$ cat src/core/plam_pkg.sv
package plam_pkg;
  // power and limits in signed hundredths of a dBm
  localparam int PWR_W = 16;
  localparam int NUM_CH = 2;
  localparam logic signed [PWR_W-1:0] LIMIT_MIN = 16'sh8ad0;
  localparam logic signed [PWR_W-1:0] LIMIT_MAX = 16'sh7530;
  localparam logic signed [PWR_W-1:0] LOWER_RST = 16'sh0000;
  localparam logic signed [PWR_W-1:0] UPPER_RST = 16'sh0000;
  localparam int FLAG_SUM = 4;
  localparam int FLAG_LO_ACT = 3;
  localparam int FLAG_HI_ACT = 2;
  localparam int FLAG_LO_LAT = 1;
  localparam int FLAG_HI_LAT = 0;

  typedef enum logic [2:0] {
    PLAM_CMD_NOP,
    PLAM_CMD_WR_LOWER,
    PLAM_CMD_WR_UPPER,
    PLAM_CMD_WR_LO_EN,
    PLAM_CMD_WR_HI_EN,
    PLAM_CMD_CLEAR,
    PLAM_CMD_READ
  } plam_cmd_type;

  typedef struct packed {
    logic                    valid;
    plam_cmd_type            op;
    logic                    chan;
    logic signed [PWR_W-1:0] value;
  } plam_req_type;

  typedef struct packed {
    logic                    valid;
    logic                    error;
    logic                    chan;
    logic signed [PWR_W-1:0] lower_threshold_value;
    logic signed [PWR_W-1:0] upper_threshold_value;
    logic                    lower_check_enable;
    logic                    upper_check_enable;
    logic [4:0]              alarm_status_query;
  } plam_rsp_type;

  typedef struct packed {
    logic                    valid;
    logic signed [PWR_W-1:0] power;
  } plam_meas_type;
endpackage

$ cat src/core/plam_compare.sv
`timescale 1ns/100ps
`default_nettype none
module plam_compare
  import plam_pkg::*;
(
  input  wire logic                    core_clk_in,
  input  wire logic                    rst_in,
  input  wire plam_pkg::plam_meas_type meas_in,
  input  wire logic signed [PWR_W-1:0] lower_in,
  input  wire logic signed [PWR_W-1:0] upper_in,
  input  wire logic                    lo_en_in,
  input  wire logic                    hi_en_in,
  input  wire logic                    clear_in,
  output logic [3:0]                   flags_out
);
  typedef struct packed {
    logic lo_act;
    logic hi_act;
    logic lo_lat;
    logic hi_lat;
  } plam_cmp_state_type;

  plam_cmp_state_type s_reg;
  plam_cmp_state_type s_next;
  logic               lo_viol;
  logic               hi_viol;

  always_comb begin
    s_next = s_reg;
    lo_viol = lo_en_in && (meas_in.power < lower_in);
    hi_viol = hi_en_in && (meas_in.power > upper_in);
    if (!lo_en_in) begin
      s_next.lo_act = 1'b0;
    end
    if (!hi_en_in) begin
      s_next.hi_act = 1'b0;
    end
    if (clear_in) begin
      s_next.lo_lat = 1'b0;
      s_next.hi_lat = 1'b0;
    end
    if (meas_in.valid) begin
      s_next.lo_act = lo_viol;
      s_next.hi_act = hi_viol;
      if (lo_viol) begin
        s_next.lo_lat = 1'b1;
      end
      if (hi_viol) begin
        s_next.hi_lat = 1'b1;
      end
    end
  end

  always_ff @(posedge core_clk_in) begin
    if (rst_in) begin
      s_reg <= '0;
    end else begin
      s_reg <= s_next;
    end
  end

  assign flags_out = {s_reg.lo_act, s_reg.hi_act, s_reg.lo_lat, s_reg.hi_lat};
endmodule
`default_nettype wire

$ cat src/core/plam_monitor.sv
`timescale 1ns/100ps
`default_nettype none
module plam_monitor
  import plam_pkg::*;
#(
  parameter bit DUAL_CHANNEL = 1'b1
)(
  input  wire logic                    core_clk_in,
  input  wire logic                    rst_in,
  input  wire plam_pkg::plam_req_type  req_in,
  input  wire plam_pkg::plam_meas_type meas_ch0_in,
  input  wire plam_pkg::plam_meas_type meas_ch1_in,
  output var  plam_pkg::plam_rsp_type  rsp_out,
  output var  logic [1:0]              under_range_out,
  output var  logic [1:0]              over_range_out
);
  import plam_pkg::*;

  typedef struct packed {
    logic signed [NUM_CH-1:0][PWR_W-1:0] lower;
    logic signed [NUM_CH-1:0][PWR_W-1:0] upper;
    logic [NUM_CH-1:0]                   lo_en;
    logic [NUM_CH-1:0]                   hi_en;
    plam_rsp_type                        rsp;
  } plam_state_type;

  plam_state_type          s_reg;
  plam_state_type          s_next;
  logic [NUM_CH-1:0]       clear;
  logic [NUM_CH-1:0][3:0]  flags;
  plam_meas_type [NUM_CH-1:0] meas;
  logic                    refused;
  logic                    ch;

  assign meas[0] = meas_ch0_in;
  assign meas[1] = meas_ch1_in;

  // per-channel comparators, inputs from acquisition results, thresholds, enables and clear commands
  genvar g;
  generate
    for (g = 0; g < NUM_CH; g++) begin : g_ch
      plam_compare u_cmp (
        .core_clk_in (core_clk_in),
        .rst_in      (rst_in),
        .meas_in     (meas[g]),
        .lower_in    (s_reg.lower[g]),
        .upper_in    (s_reg.upper[g]),
        .lo_en_in    (s_reg.lo_en[g]),
        .hi_en_in    (s_reg.hi_en[g]),
        .clear_in    (clear[g]),
        .flags_out   (flags[g])
      );
      assign under_range_out[g] = flags[g][FLAG_LO_ACT];
      assign over_range_out[g]  = flags[g][FLAG_HI_ACT];
    end
  endgenerate

  //////////////////////////////////////////////////////////////////////////
  // command decode
  always_comb begin
    s_next = s_reg;
    ch = req_in.chan;
    refused = req_in.valid && ch && !DUAL_CHANNEL;
    clear = '0;
    s_next.rsp = '0;
    if (req_in.valid && req_in.op != PLAM_CMD_NOP) begin
      s_next.rsp.valid = 1'b1;
      s_next.rsp.chan = ch;
      s_next.rsp.error = refused;
      if (!refused) begin
        unique case (req_in.op)
          PLAM_CMD_WR_LOWER: s_next.lower[ch] = req_in.value;
          PLAM_CMD_WR_UPPER: s_next.upper[ch] = req_in.value;
          PLAM_CMD_WR_LO_EN: s_next.lo_en[ch] = req_in.value[0];
          PLAM_CMD_WR_HI_EN: s_next.hi_en[ch] = req_in.value[0];
          PLAM_CMD_CLEAR:    clear[ch] = 1'b1;
          default: begin
          end
        endcase
        s_next.rsp.lower_threshold_value = s_reg.lower[ch];
        s_next.rsp.upper_threshold_value = s_reg.upper[ch];
        s_next.rsp.lower_check_enable = s_reg.lo_en[ch];
        s_next.rsp.upper_check_enable = s_reg.hi_en[ch];
        s_next.rsp.alarm_status_query[FLAG_SUM] = |flags[ch];
        s_next.rsp.alarm_status_query[FLAG_LO_ACT] =
          flags[ch][FLAG_LO_ACT];
        s_next.rsp.alarm_status_query[FLAG_HI_ACT] =
          flags[ch][FLAG_HI_ACT];
        s_next.rsp.alarm_status_query[FLAG_LO_LAT] =
          flags[ch][FLAG_LO_LAT];
        s_next.rsp.alarm_status_query[FLAG_HI_LAT] =
          flags[ch][FLAG_HI_LAT];
      end
    end
  end

  always_ff @(posedge core_clk_in) begin
    if (rst_in) begin
      s_reg.lower <= {NUM_CH{LOWER_RST}};
      s_reg.upper <= {NUM_CH{UPPER_RST}};
      s_reg.lo_en <= '0;
      s_reg.hi_en <= '0;
      s_reg.rsp   <= '0;
    end else begin
      s_reg <= s_next;
    end
  end

  assign rsp_out = s_reg.rsp;
endmodule
`default_nettype wire

$ cat config.mk
export PLATFORM = sky130hd
export DESIGN_NAME = plam_monitor
export DESIGN_NICKNAME = d
export VERILOG_FILES = /design/src/core/plam_pkg.sv /design/src/core/plam_compare.sv /design/src/core/plam_monitor.sv
export SDC_FILE = /design/constraint.sdc
export NUM_CORES = 1
export LEC_CHECK = 0
export ABC_AREA = 1
export BUFFER_PORTS_ARGS = -buffer_cell sky130_fd_sc_hd__buf_2
export CORE_MARGIN = 4
export CORE_UTILIZATION = 50
export CTS_CLUSTER_DIAMETER = 40
export DETAILED_ROUTE_END_ITERATION = 8
export PLACE_DENSITY = 0.76
export SYNTH_ARGS = -nofsm -noshare
export SYNTH_HDL_FRONTEND = slang
export SYNTH_SLANG_ARGS = --single-unit
$ cat constraint.sdc
create_clock -name core_clk_in -period 1.3 [get_ports core_clk_in]
set_clock_uncertainty 0.05 [all_clocks]
set_input_delay 0.065 -clock core_clk_in [delete_from_list [all_inputs] [get_ports core_clk_in]]
set_output_delay 0.065 -clock core_clk_in [all_outputs]
set_load 0.05 [all_outputs]
======== Word-level counts from Yosys, hierarchy flattened ========
Cells that the tools add are included.
operators by class
  bitwise operators ....................... 1
  magnitude comparators ................... 6
  add/sub/neg operators ................... 0
  equality and inequality tests ........... 9
  reduce and logical (&&, ||, !) cells .... 13
  divide/modulo/power cells ............... 0
  multiply operators ...................... 0
  shifts and indexed selects .............. 0
  muxes and demuxes ....................... 33
operator list
  operator                                                    count
  2-to-1 mux 16 bit                                           5
  bitwise mux 32 bit                                          2
  2-to-1 mux 42 bit                                           1
  > comparator 16 bit                                         2
  less-than comparator 16 bit                                 2
  demux 16 bit (select 1 bit)                                 1
  2-to-1 mux 4 bit                                            4
  2-to-1 mux 1 bit                                            13
  2-to-1 mux 2 bit                                            4
  != test 2 bit, second input constant                        4
  AND reduction 2 bit                                         4
  == test 3 x 2 -> 1 bit, second input constant               2
  == test 3 bit, second input constant                        2
  logical AND 1 bit                                           6
  bitwise mux 2 bit                                           2
  OR reduction 4 bit                                          1
  == test 3 x 1 -> 1 bit, second input constant               1
  nonzero test 3 bit                                          1
  less-than comparator 1 x 2 -> 1 bit, second input constant  1
  OR reduction 2 bit                                          1
  demux 1 bit (select 1 bit)                                  1
  >= comparator 1 bit, second input constant                  1
  inverter 1 bit                                              1
storage, ports and cells
  bits of input ports ..................... 57
  bits in writable memories ............... 0
  memories ................................ 0
  flip-flop bits (word level) ............. 118
  ROM bits ................................ 0
  latch bits .............................. 0
  output and inout bits ................... 46

======== Logic depth before layout (Yosys ltp) ========
  depth after elaboration ................. 9
  mapped depth ............................ 13
  mapped depth without buffers ............ 13

======== Cells and area by module ========
A second synthesis with hierarchy kept.
second synthesis, totals
  cell total of the unflattened synthesis .. 1042
  area total of the unflattened synthesis .. 6915.4 um^2
by module, submodules not included
  module        area an instance (um^2)  instances  seq. area each (um^2)  cells each
  plam_monitor  4928.5                   1          2182.1                 732
  plam_compare  993.5                    2          80.1                   155

======== Worst setup path after synthesis ========
OpenSTA, ideal clock, no wires.
  path type ............................... register to register
  from .................................... reg s_reg[99] in the netlist's numbering
  to ...................................... reg g_ch[1].u_cmp.s_reg (netlist bit g_ch[1].u_cmp.flags_out[1])
  arrival time ............................ 1.318 ns
  required time ........................... 1.180 ns
  path buffers ............................ 0
  clock period less this slack ............ 1.439 ns
  stages on the path, launching flop included .. 12
  library setup time ...................... 0.070 ns
  slack ................................... -0.139 ns
  cells stage by stage .................... dfxtp_1 > inv_1 > ha_1 > a21oi_1 > nor2_1 > nor3_1 > nand2_1 > nand2_1 > nand2_1 > nand2_1 > nand3_1 > a21oi_1
on the way
  cells in the longest elaborated chain, start to end .. 4
ends and longest elaborated chain
  what                         RTL line             text
  start: declaration           plam_monitor.sv:27   plam_state_type s_reg;
  start signal: assignment     plam_monitor.sv:105  s_reg <= s_next;
  less-than comparator 16 bit  plam_compare.sv:30   lo_viol = lo_en_in && (meas_in.power < lower_in);
  logical AND 1 bit            plam_compare.sv:30
  2-to-1 mux 1 bit             plam_compare.sv:45   if (lo_viol) begin
  2-to-1 mux 4 bit             plam_compare.sv:42   if (meas_in.valid) begin
  end signal: assignment       plam_compare.sv:58   s_reg <= s_next;
  end: declaration             plam_compare.sv:23   plam_cmp_state_type s_reg;
Every way passes these cells.
A chain may end at the register's enable or synchronous reset.

======== Worst setup path after layout ========
  from .................................... reg s_reg[93] in the netlist's numbering
  to ...................................... reg g_ch[0].u_cmp.s_reg (netlist bit g_ch[0].u_cmp.flags_out[1])
on the way
  cells in the longest elaborated chain, start to end .. 4
ends and longest elaborated chain
  what                         RTL line
  less-than comparator 16 bit  plam_compare.sv:30
  logical AND 1 bit            plam_compare.sv:30
  2-to-1 mux 1 bit             plam_compare.sv:45
  2-to-1 mux 4 bit             plam_compare.sv:42
  end signal: assignment       plam_compare.sv:58
  end: declaration             plam_compare.sv:23
Every way passes these cells.

==> out/qor.yml <==
status: "finished, violations left"
violations: "setup timing"
die_x_um: 114.5
cp.arrival_ns: 1.99
seq_power_share_pct: 37.3
end_kind: "register"
crit_path_max_fanout: 3
dp_hpwl_um: 11690
postPlaceCellArea_sq_mm: 0.006998
gp_congestion: 0.9173
diodes: 0
cts_root_buffer: "clkbuf_16"
fin_crit_ns: 1.680
combPwrFrac_pct: 13.9
ys_types: 24
setup_violations: 8
largest_register_ffs: 68
ys_warn_count: 0
grt_pass1_wl_um: 27570
crit_path_end: "g_ch[0].u_cmp.flags_out[1]$_SDFF_PP0_"
core_area_sq_mm: 0.01098
io_pins: 103
crit_slowest_cell: "dfxtp_2"
fin_area_sq_mm: 0.008503
cts-buffers-inserted: 17
async_reset_ff_share_pct: 0
htreeDepth: 4
clockBufferDepth: 2
syn_inst: 745
portBuffers: 101
dp_slack_ns: -0.3950
drt_iter0_markers: 495
antenna_found_initial: 0
vias: 5969
grt_overflow: 0
clk_latency_ns: 0.42
yosysSeqAreaShare_pct: 41.31
cts_tree: "built"
grt_pass1_vias: 5955
rows: 38
fin_crit_sh_pct: 129.3
max_stage_delay_ns: 0.32
syn-mean-instance-area_sq_um: 7.611
crit_required_ns: 1.60
synth_edf_count: 0
startpoint: "s_reg[93]$_SDFFE_PP0P_"
r2r_cells: 10
hold_viol_final: 0
holdCritPathClass: "in2reg"
vdd_drop_max_mv: 0.8466
rsz0062_at_grt: "yes"
rrSetupSlack_ns: -0.38
grt_max_degree: 64
initial_core_util_pct: 51.63
dr.pass1.iters: 5
routedWlPerCell_um: 17.25
drc_errors: 0
drive_above_1_share_pct: 40.06
finalWorstSetupSlack_ns: -0.3804
clock_sinks: 117
drtAntennaViolNets: 0
drv_slew: 0
drv_cap: 0
ys.flop_type: "dfxtp_1"
p_clk_share_pct: 48.9
vias_per_cell: 5.496
power.share.switching_pct: 24.77
die_h_um: 114.5
synthesis.nets: 864
internal_power_w: 0.007426
fmax_ghz: 0.5951
leakage_nw: 3.609
clkTransAtPathRegs_ns: 0.05
dieArea_sq_mm: 0.01311
p_sw_w: 0.002445
r2r-start: "s_reg[93]$_SDFFE_PP0P_"
track_usage_pct: 26.48
power_density_mw_per_mm2: 1161
fin_nets: 1053
r2r-end: "g_ch[0].u_cmp.flags_out[1]$_SDFF_PP0_"
syn_to_final_growth_pct: 49.96
netlist_area_sq_mm: 0.005670
path_class: "reg2reg"
crit_path_start_kind: "register"
routed_wl_um: 18740
hold_ws_ns: 0.02818
ys_seq_elements: 117
cp_cell_sequence: "inv_2 -> ha_4 -> buf_4 -> a21oi_2 -> o21ai_2 -> nor2_4 -> nand2_1 -> nand2_1 -> nand3_2 -> a21oi_2"
==> cell type report <==
cell class | count | area (sq um)
clock inverters | 10 | 127.6
fillers | 711 | 2480
multi-input cells | 494 | 3482
clock buffers | 21 | 480.5
well taps | 140 | 175.2
inverters | 97 | 366.6
repair buffers | 207 | 1490
flip-flops and latches | 117 | 2381
==> cell usage after synthesis (2+ instances only) <==
library cell | number | area [sq um]
a21oi_1 | 135 | 675.7
dfxtp_1 | 117 | 2342
inv_1 | 93 | 349.1
nand2_1 | 91 | 341.6
nor2_1 | 88 | 330.3
ha_1 | 62 | 775.7
o21ai_1 | 37 | 185.2
o21ai_0 | 34 | 170.2
nand3_1 | 22 | 110.1
buf_2 | 21 | 105.1
clkbuf_1 | 10 | 37.54
nor3_1 | 6 | 30.03
buf_4 | 5 | 37.54
nand4_1 | 5 | 31.28
inv_2 | 4 | 15.01
mux2i_1 | 4 | 40.04
a31oi_1 | 2 | 12.51
nor2_2 | 2 | 12.51
o21bai_1 | 2 | 15.01
==> per-stage QoR <==
stage / setup TNS, ns / cells / utilization [%] / total power [W]
floorplan: -0.6759 / 745 / - / 0.004358
CTS: -2.099 / 1073 / 73.54 / 0.009693
finish: -2.604 / 1086 / 77.42 / 0.009871
global placement: -2.409 / 1013 / 63.72 / 0.004739
global route: -3.295 / 1086 / 77.42 / 0.01018
detailed placement: -2.622 / 1013 / 63.72 / 0.004783
==> cells by family after synthesis <==
kind of cell             after synthesis  synth area share, %
AO/OA/AOI/OAI                        211                18.95
adder cells (fa/ha/maj)               62                13.68
buffers and inverters                134                9.797
flip-flops                           117                41.31
multiplexers                           4               0.7061
other                                  1              0.06613
AND/OR/NAND/NOR                      216                15.49
==> how the worst min path moves through the flow <==
| stage | from | end | slack (ns) | cells after the start |
|---|---|---|---|---|
| after global routing | req_in[19] | rsp_out[41]$_SDFF_PP0_ | 0.04 | 5 |
| after CTS | rst_in | g_ch[1].u_cmp.flags_out[2]$_SDFFE_PP0P_ | -0.04 | 2 |
| final | req_in[19] | rsp_out[41]$_SDFF_PP0_ | 0.03 | 5 |
| after detailed placement | req_in[3] | s_reg[65]$_SDFFE_PP0P_ | 0.34 | 3 |
| after floorplan | rst_in | g_ch[1].u_cmp.flags_out[2]$_SDFFE_PP0P_ | 0.08 | 1 |
| after global placement | req_in[2] | s_reg[48]$_SDFFE_PP0P_ | 0.33 | 3 |
==> cell usage in the layout (no fill, tap or decap), types with 7 or more instances in the layout <==
master         instances
nor2_1                81
nand3_2                7
inv_2                 35
nand3_1               14
a21oi_1              115
dfxtp_2               31
a21oi_2               19
dfxtp_1               86
nor2_2                 7
o21ai_0               27
ha_1                  24
buf_2                100
ha_4                  37
nand2_1               77
o21ai_1               39
inv_1                 61
clkbuf_16             20
dlygate4sd3_1         28
nand2_2               15
buf_4                 69
==> per-layer routing <==
| layer | vias to the layer above | GRT usage, % | wire length [um] |
|---|---|---|---|
| li1 | 2831 | - | - |
| met1 | 2803 | 29.65 | 7399 |
| met2 | 275 | 47.57 | 9526 |
| met3 | 60 | 5.708 | 1212 |
| met4 | 0 | 12.27 | 599 |
| met5 | - | 0 | 0 |
==> critical path, delay by kind of cell (launching register included) <==
family / cells / cell delay (ns)
DFF: 1 / 0.32
and+or+nand+nor: 4 / 0.43
buffers and inverters: 2 / 0.19
adders and majority gates: 1 / 0.24
AOI/OAI and AO/OA: 3 / 0.38
==> power groups by stage <==
stage               Combinational (W)  Clock [W]  Sequential, W
global placement             0.000993          0        0.00375
detailed placement            0.00103          0        0.00375
floorplan                    0.000577          0        0.00378
finish                        0.00137    0.00482        0.00368
global route                  0.00149    0.00501        0.00368
CTS                           0.00117    0.00485        0.00367
==> timing repair <==
action,in CTS,in global routing
pin swaps,18,37
setup endpoints to repair,8,51
buffers inserted,3,6
cloned,0,3
endpoints found under the hold margin,77,1
resized for setup,42,72
hold buffers,26,4
(Power assumes the default switching activity.)
